==> config.mk <==
export PLATFORM = sky130hd
export DESIGN_NAME = sfr_space_decode_and_device_id
export DESIGN_NICKNAME = d
export VERILOG_FILES = /design/src/design/sfr_id_pkg.sv /design/src/design/sfr_space_decode_and_device_id.sv /design/src/design/id_byte_cell.sv
export SDC_FILE = /design/constraint.sdc
export NUM_CORES = 1
export LEC_CHECK = 0
export BUFFER_PORTS_ARGS = -buffer_cell sky130_fd_sc_hd__buf_2
export CAP_MARGIN = 5
export CORE_MARGIN = 4
export CORE_UTILIZATION = 30
export DETAILED_ROUTE_END_ITERATION = 10
export RECOVER_POWER = 100
export SYNTH_ARGS = -nofsm -noshare
export SYNTH_HDL_FRONTEND = slang
export SYNTH_SLANG_ARGS = --single-unit
export TNS_END_PERCENT = 5
==> constraint.sdc <==
create_clock -name clk -period 1 [get_ports clk]
set_clock_uncertainty 0.15 [all_clocks]
set_input_delay 0.1 -clock clk [delete_from_list [all_inputs] [get_ports clk]]
set_output_delay 0.1 -clock clk [all_outputs]
set_load 0.05 [all_outputs]
==> src/design/sfr_id_pkg.sv <==
`default_nettype none
package sfr_id_pkg;
   // address space bounds
   localparam logic [7:0] sfr_base          = 8'h80;
   localparam logic [7:0] sfr_top           = 8'hFF;
   localparam logic [2:0] bit_addr_low_mask = 3'h0;
   // identification register offsets
   localparam logic [7:0] derivative_id_addr = 8'hAD;
   localparam logic [7:0] family_id_addr     = 8'hB5;
   localparam logic [7:0] revision_id_addr   = 8'hB6;
   // family and derivative codes are arbitrary; revision zero marks the first revision
   localparam logic [7:0] family_id_value     = 8'h5A;
   localparam logic [7:0] derivative_id_value = 8'h01;
   localparam logic [7:0] revision_id_value   = 8'h00;
   localparam logic [7:0] byte_zero           = 8'h00;
endpackage
`default_nettype wire

==> src/design/sfr_space_decode_and_device_id.sv <==
`timescale 1ns/1ns
`default_nettype none
module sfr_space_decode_and_device_id (
   // clock and reset
   input  wire logic       clk,
   input  wire logic       rst,
   // core access request
   input  wire logic       acc_valid,
   input  wire logic       acc_indirect,
   input  wire logic       acc_write,
   input  wire logic       acc_bit,
   input  wire logic [7:0] acc_addr,
   input  wire logic [2:0] acc_bit_pos,
   // steering, one cycle after the request
   output logic            sfr_sel_reg,
   output logic            ram_sel_reg,
   output logic            bit_ok_reg,
   output logic            bit_refused_reg,
   output logic            id_hit_reg,
   output logic [7:0]      rd_data_reg,
   output logic            rd_bit_reg
);
   logic       hit_fam;
   logic       hit_der;
   logic       hit_rev;
   logic [7:0] d_fam;
   logic [7:0] d_der;
   logic [7:0] d_rev;
   logic       sfr_sel_next;
   logic       ram_sel_next;
   logic       bit_ok_next;
   logic       bit_refused_next;
   logic       id_hit_next;
   logic [7:0] rd_data_next;
   logic       rd_bit_next;
   logic       upper;
   logic       bit_capable;

   id_byte_cell #(.addr(sfr_id_pkg::family_id_addr), .value(sfr_id_pkg::family_id_value))
      u_fam (.sel_addr(acc_addr), .hit(hit_fam), .data(d_fam));
   id_byte_cell #(.addr(sfr_id_pkg::derivative_id_addr),
                  .value(sfr_id_pkg::derivative_id_value))
      u_der (.sel_addr(acc_addr), .hit(hit_der), .data(d_der));
   id_byte_cell #(.addr(sfr_id_pkg::revision_id_addr), .value(sfr_id_pkg::revision_id_value))
      u_rev (.sel_addr(acc_addr), .hit(hit_rev), .data(d_rev));

   always_comb begin
      upper            = (acc_addr >= sfr_id_pkg::sfr_base) && (acc_addr <= sfr_id_pkg::sfr_top);
      bit_capable      = (acc_addr[2:0] == sfr_id_pkg::bit_addr_low_mask);
      sfr_sel_next     = acc_valid && upper && !acc_indirect;
      ram_sel_next     = acc_valid && !(upper && !acc_indirect);
      bit_ok_next      = sfr_sel_next && acc_bit && bit_capable;
      bit_refused_next = sfr_sel_next && acc_bit && !bit_capable;
      id_hit_next      = sfr_sel_next && (hit_fam || hit_der || hit_rev);
      rd_data_next     = sfr_id_pkg::byte_zero;
      // writes only flag the hit; constants stay untouched
      if (sfr_sel_next && !acc_write) begin
         if (hit_fam) begin
            rd_data_next = d_fam;
         end else if (hit_der) begin
            rd_data_next = d_der;
         end else if (hit_rev) begin
            rd_data_next = d_rev;
         end
      end
      rd_bit_next = rd_data_next[acc_bit_pos];
   end

   always_ff @(posedge clk or posedge rst) begin
      if (rst) begin
         sfr_sel_reg     <= 1'b0;
         ram_sel_reg     <= 1'b0;
         bit_ok_reg      <= 1'b0;
         bit_refused_reg <= 1'b0;
         id_hit_reg      <= 1'b0;
         rd_data_reg     <= sfr_id_pkg::byte_zero;
         rd_bit_reg      <= 1'b0;
      end else begin
         sfr_sel_reg     <= sfr_sel_next;
         ram_sel_reg     <= ram_sel_next;
         bit_ok_reg      <= bit_ok_next;
         bit_refused_reg <= bit_refused_next;
         id_hit_reg      <= id_hit_next;
         rd_data_reg     <= rd_data_next;
         rd_bit_reg      <= rd_bit_next;
      end
   end
endmodule // sfr_space_decode_and_device_id
`default_nettype wire

==> src/design/id_byte_cell.sv <==
`timescale 1ns/1ns
`default_nettype none
module id_byte_cell #(
   parameter logic [7:0] addr  = 8'h00,
   parameter logic [7:0] value = 8'h00
) (
   input  wire logic [7:0] sel_addr,
   output logic            hit,
   output logic [7:0]      data
);
   // read-only constant, no storage so writes cannot disturb it
   assign hit  = (sel_addr == addr);
   assign data = value;
endmodule // id_byte_cell
`default_nettype wire

; ---- Word level (Yosys, flattened, before mapping)
; Index checks and enable logic that the tools add are counted.
[classes]
n_lt_le_gt_ge = 3
eq_ne = 3
n_mux = 5
n_reduce_logical = 17
[ops]
columns = operator, n
row1 = == test 8 bit (second input constant), 3
row2 = two-way mux 7 bit, 2
row3 = logical AND 1 bit, 10
row4 = >= comparator 8 bit (second input constant), 1
row5 = <= comparator 8 bit (second input constant), 1
row6 = logical NOT 1 bit, 4
row7 = less-than comparator 3 x 4 -> 1 bit (second input constant), 1
row8 = binary-select mux 1 bit (select 3 bit), 1
row9 = logical NOT 3 bit, 1
row10 = logical OR 1 bit, 2
row11 = two-way mux 1 bit, 2
[word_totals]
regBits = 14
inputBits = 17
output_inout_bits = 14
wordCells = 35

; ---- Logic depth before layout (Yosys ltp)
[depth]
depth_word = 8
mapped_depth = 4

; ---- Modules after synthesis
; From an unflattened synthesis, not the netlist that was laid out.
[unflattened]
cells_unflattened = 116
hier_area_um2 = 1044.8
[by_module_without_submodules]
columns = module, instances, cells_each, area_per_inst_um2
row1 = sfr_space_decode_and_device_id, 1, 78, 774.5
row2 = id_byte_cell (u_der ...), 2, 13, 91.3
row3 = id_byte_cell (u_rev), 1, 12, 87.6

; ---- Least setup slack after synthesis
; Ideal clock, no wire load.
[synth_path]
path_kind = flip-flop to output port
startpoint = reg, netlist name rd_data_reg[4]
endpoint = out rd_data_reg[3]
arrival_ns = 0.923
required_time_ns = 0.750
path_slack_ns = -0.173
path_stages_with_launch = 2
path_buffers = 1
cell_sequence = dfrtp_1 -> buf_4
[synth_lines]
columns = item, line
row1 = to (decl), sfr_space_decode_and_device_id.sv:20  ; output logic [7:0] rd_data_reg,

; ---- Worst setup path after layout
[layout_path]
startpoint = reg rd_data_reg[4]
endpoint = out rd_data_reg[4]
[layout_lines]
columns = item, line
row1 = from (signal assigned), sfr_space_decode_and_device_id.sv:76  ; rd_data_reg <= sfr_id_pkg::byte_zero;
row2 = from (signal assigned), sfr_space_decode_and_device_id.sv:84  ; rd_data_reg <= rd_data_next;
; No word-level cell between the ends.

==> flow_summary_export.csv <==
group,metric,value,unit
power_and_ir_drop,power.leakage,0.400,nW
synthesis,yosys-top-cells-area,"dfrtp_1 48%, buf_4 11%, nand3b_4 4.8%",
setup_path,worst_path_largest_cell_delay,0.44,ns
routing,drc,0,
routing,first_pass_iters,2,
layout,largest_reg_flops,2,
placed_design,gp_congestion,0.657,
layout,syn_to_final_growth,82.7,%
setup_path,endpoint_kind,"primary output",
clocking,cts.sinks,8,
run_status,violations,"hold timing, setup timing",
synthesis,netlist_instances,39,
die,die-area,2060,µm²
power_and_ir_drop,power.total,0.773,mW
synthesis,synth_seq_area_share,47.8,%
timing,hold_viol,4,
synthesis,yosys.area.top_type,"dfrtp_1",
setup_path,slowest_stage,"dfrtp_2",
synthesis,avgSynthCellArea,10.7,µm²
layout,fin_area,766,µm²
clocking,cts-root-buf,"clkbuf_4",
setup_path,worstPathRequired,0.75,ns
timing,period_share,111,%
global_route,track_usage,11.2,%
layout,layout_common_cells,"15 x buf_2, 11 x buf_6, 9 x buf_4, 7 x dfrtp_1, 5 x dlygate4sd3_1",
run,maxCapViolCount,0,
worst_hold_path,min_path_cells,2,
synthesis,yosysUniqueCellTypes,22,
global_route,grt_max_degree,9,
timing,rsz0062_at_grt,"true",
layout,postLayoutCoreUtil,58.8,%
power_and_ir_drop,peakVddDrop,0.431,mV
clocking,cts_buffers,3,
placed_design,post-dp-hpwl,809,µm
die,die_w,45.4,µm
setup_path,crit_path_start_kind,"flop",
clocking,cts_buffer_depth,2,
run_status,status,"finished, violations left",
routing,ant_nets,0,
layout,drive_above_1_share,53.7,%
worst_hold_path,holdPathEnd,"id_hit_reg$_DFF_PP0_",
worst_hold_path,hold_class,"in2reg",
power_and_ir_drop,power_density,1010,nW/µm²
die,io_pins,31,
setup_path,crit_fanout,4,
placed_design,post_dp_cell_area,619,µm²
clocking,cts_hold_buf,5,
layout,antenna_cells,0,
setup_path,crit_cells,1,
setup_path,critical_path_class,"reg2out",
synthesis,syn_area,419,µm²
synthesis,yosysWarnings,0,
routing,first_iter_violations,2,
global_route,grt-ovfl-total,0,
setup_path,worst_ep_arrival_time,0.86,ns
timing,holdWs,-0.106,ns
clocking,h-tree-depth,1,
timing,setup_slack,-0.108,ns
clocking,clk_pin_slew,0.05,ns
synthesis,ys_seq_elements,8,
timing,timing.fmax,0.902,GHz
placed_design,io_buffers,27,
timing,fin_crit,1.11,ns
routing,wl_per_cell,10.4,µm
timing,setup_viol,11,
global_route,grt_pass1_vias,422,
die,core,1300,µm²
synthesis,synth_top_cell_area_share,47.8,%
worst_hold_path,hold_start,"acc_addr[6]",
routing,via_per_inst,4.34,
setup_path,critPathBufInv,1,
timing,drv_slew,0,
routing,vias,421,
routing,totalWireLength,1010,µm
die,chipHeight,45.4,µm
layout,final_common_cell,"buf_2",
setup_path,cp_top_family,"flip-flops",
setup_path,worstPathCellList,"buf_6",
global_route,antenna_found_initial,0,
clocking,cts_tree,"yes",
global_route,grt_first_pass_wirelength,1620,µm
die,start_util,32.2,%
layout,nets,100,
die,row_count,13,
[metrics by stage]
step / setup TNS (ns) / instances / setup slack [ns]
global placement: -0.703 / 88 / -0.232
CTS: -0.676 / 97 / -0.113
global route: -0.935 / 97 / -0.137
floorplan: -0.280 / 41 / -0.109
finish: -0.566 / 97 / -0.108
detailed placement: -0.880 / 88 / -0.242
[final cells by class]
cell class / instances / area (µm²)
Tap cell: 15 / 18.8
Inverter: 3 / 11.3
Sequential cell: 8 / 201
Clock buffer: 4 / 26.3
Multi-Input combinational cell: 24 / 176
Fill cell: 121 / 536
Timing Repair Buffer: 43 / 332
[cell families after synthesis]
kind of cell / after synthesis / synth area share, %
AO/OA/AOI/OAI: 3 / 5.07
XOR/XNOR: 2 / 4.18
buffers and inverters: 9 / 13.4
flip-flops: 8 / 47.8
other: 1 / 0.895
AND/OR/NAND/NOR: 16 / 28.7
[power breakdown]
group	internal (mW)	total, mW	leakage [nW]	switching [mW]
combinational	0.0874	0.183	0.278	0.0951
clock	0.152	0.259	0.0150	0.106
sequential	0.329	0.332	0.108	0.00248
[worst max path at each step]
stage	start	slack [ns]	endpoint
floorplan	acc_indirect	-0.11	rd_data_reg[4]$_DFF_PP0_
global placement	acc_indirect	-0.23	rd_data_reg[4]$_DFF_PP0_
detailed placement	acc_indirect	-0.24	rd_data_reg[4]$_DFF_PP0_
CTS	rd_data_reg[4]$_DFF_PP0_	-0.11	rd_data_reg[6]
global route	rd_data_reg[4]$_DFF_PP0_	-0.14	rd_data_reg[4]
finish	rd_data_reg[4]$_DFF_PP0_	-0.11	rd_data_reg[4]
[Yosys cell counts]
master     number
nand2b_1        1
nand4_1         1
a21boi_0        1
nand4b_1        1
nor3b_2         1
nor4b_1         1
and3_1          1
nand2_1         2
o2bb2ai_1       1
xor2_1          1
conb_1          1
nand3b_4        1
a21oi_1         1
xnor2_1         1
inv_1           3
or4_4           1
nor2b_1         2
dfrtp_1         8
nor3_1          1
or4_1           1
buf_4           6
nor2_1          2
[metal layers]
metal | share of wire (%) | up-vias | wire [µm] | GRT usage [%]
li1 | - | 208 | - | -
met1 | 35 | 190 | 350 | 10.9
met2 | 56 | 21 | 563 | 20.9
met3 | 7.7 | 2 | 78 | 1.19
met4 | 1.8 | 0 | 18 | 8.77
met5 | 0 | - | 0 | 0
[timing repair]
action / in CTS / in global routing
endpoints found under the setup margin: 11 / 14
resized for setup: 22 / 2
buffers inserted: 0 / 0
pin swaps: 0 / 0
hold endpoints to repair: 15 / 3
(Power assumes the default switching activity.)
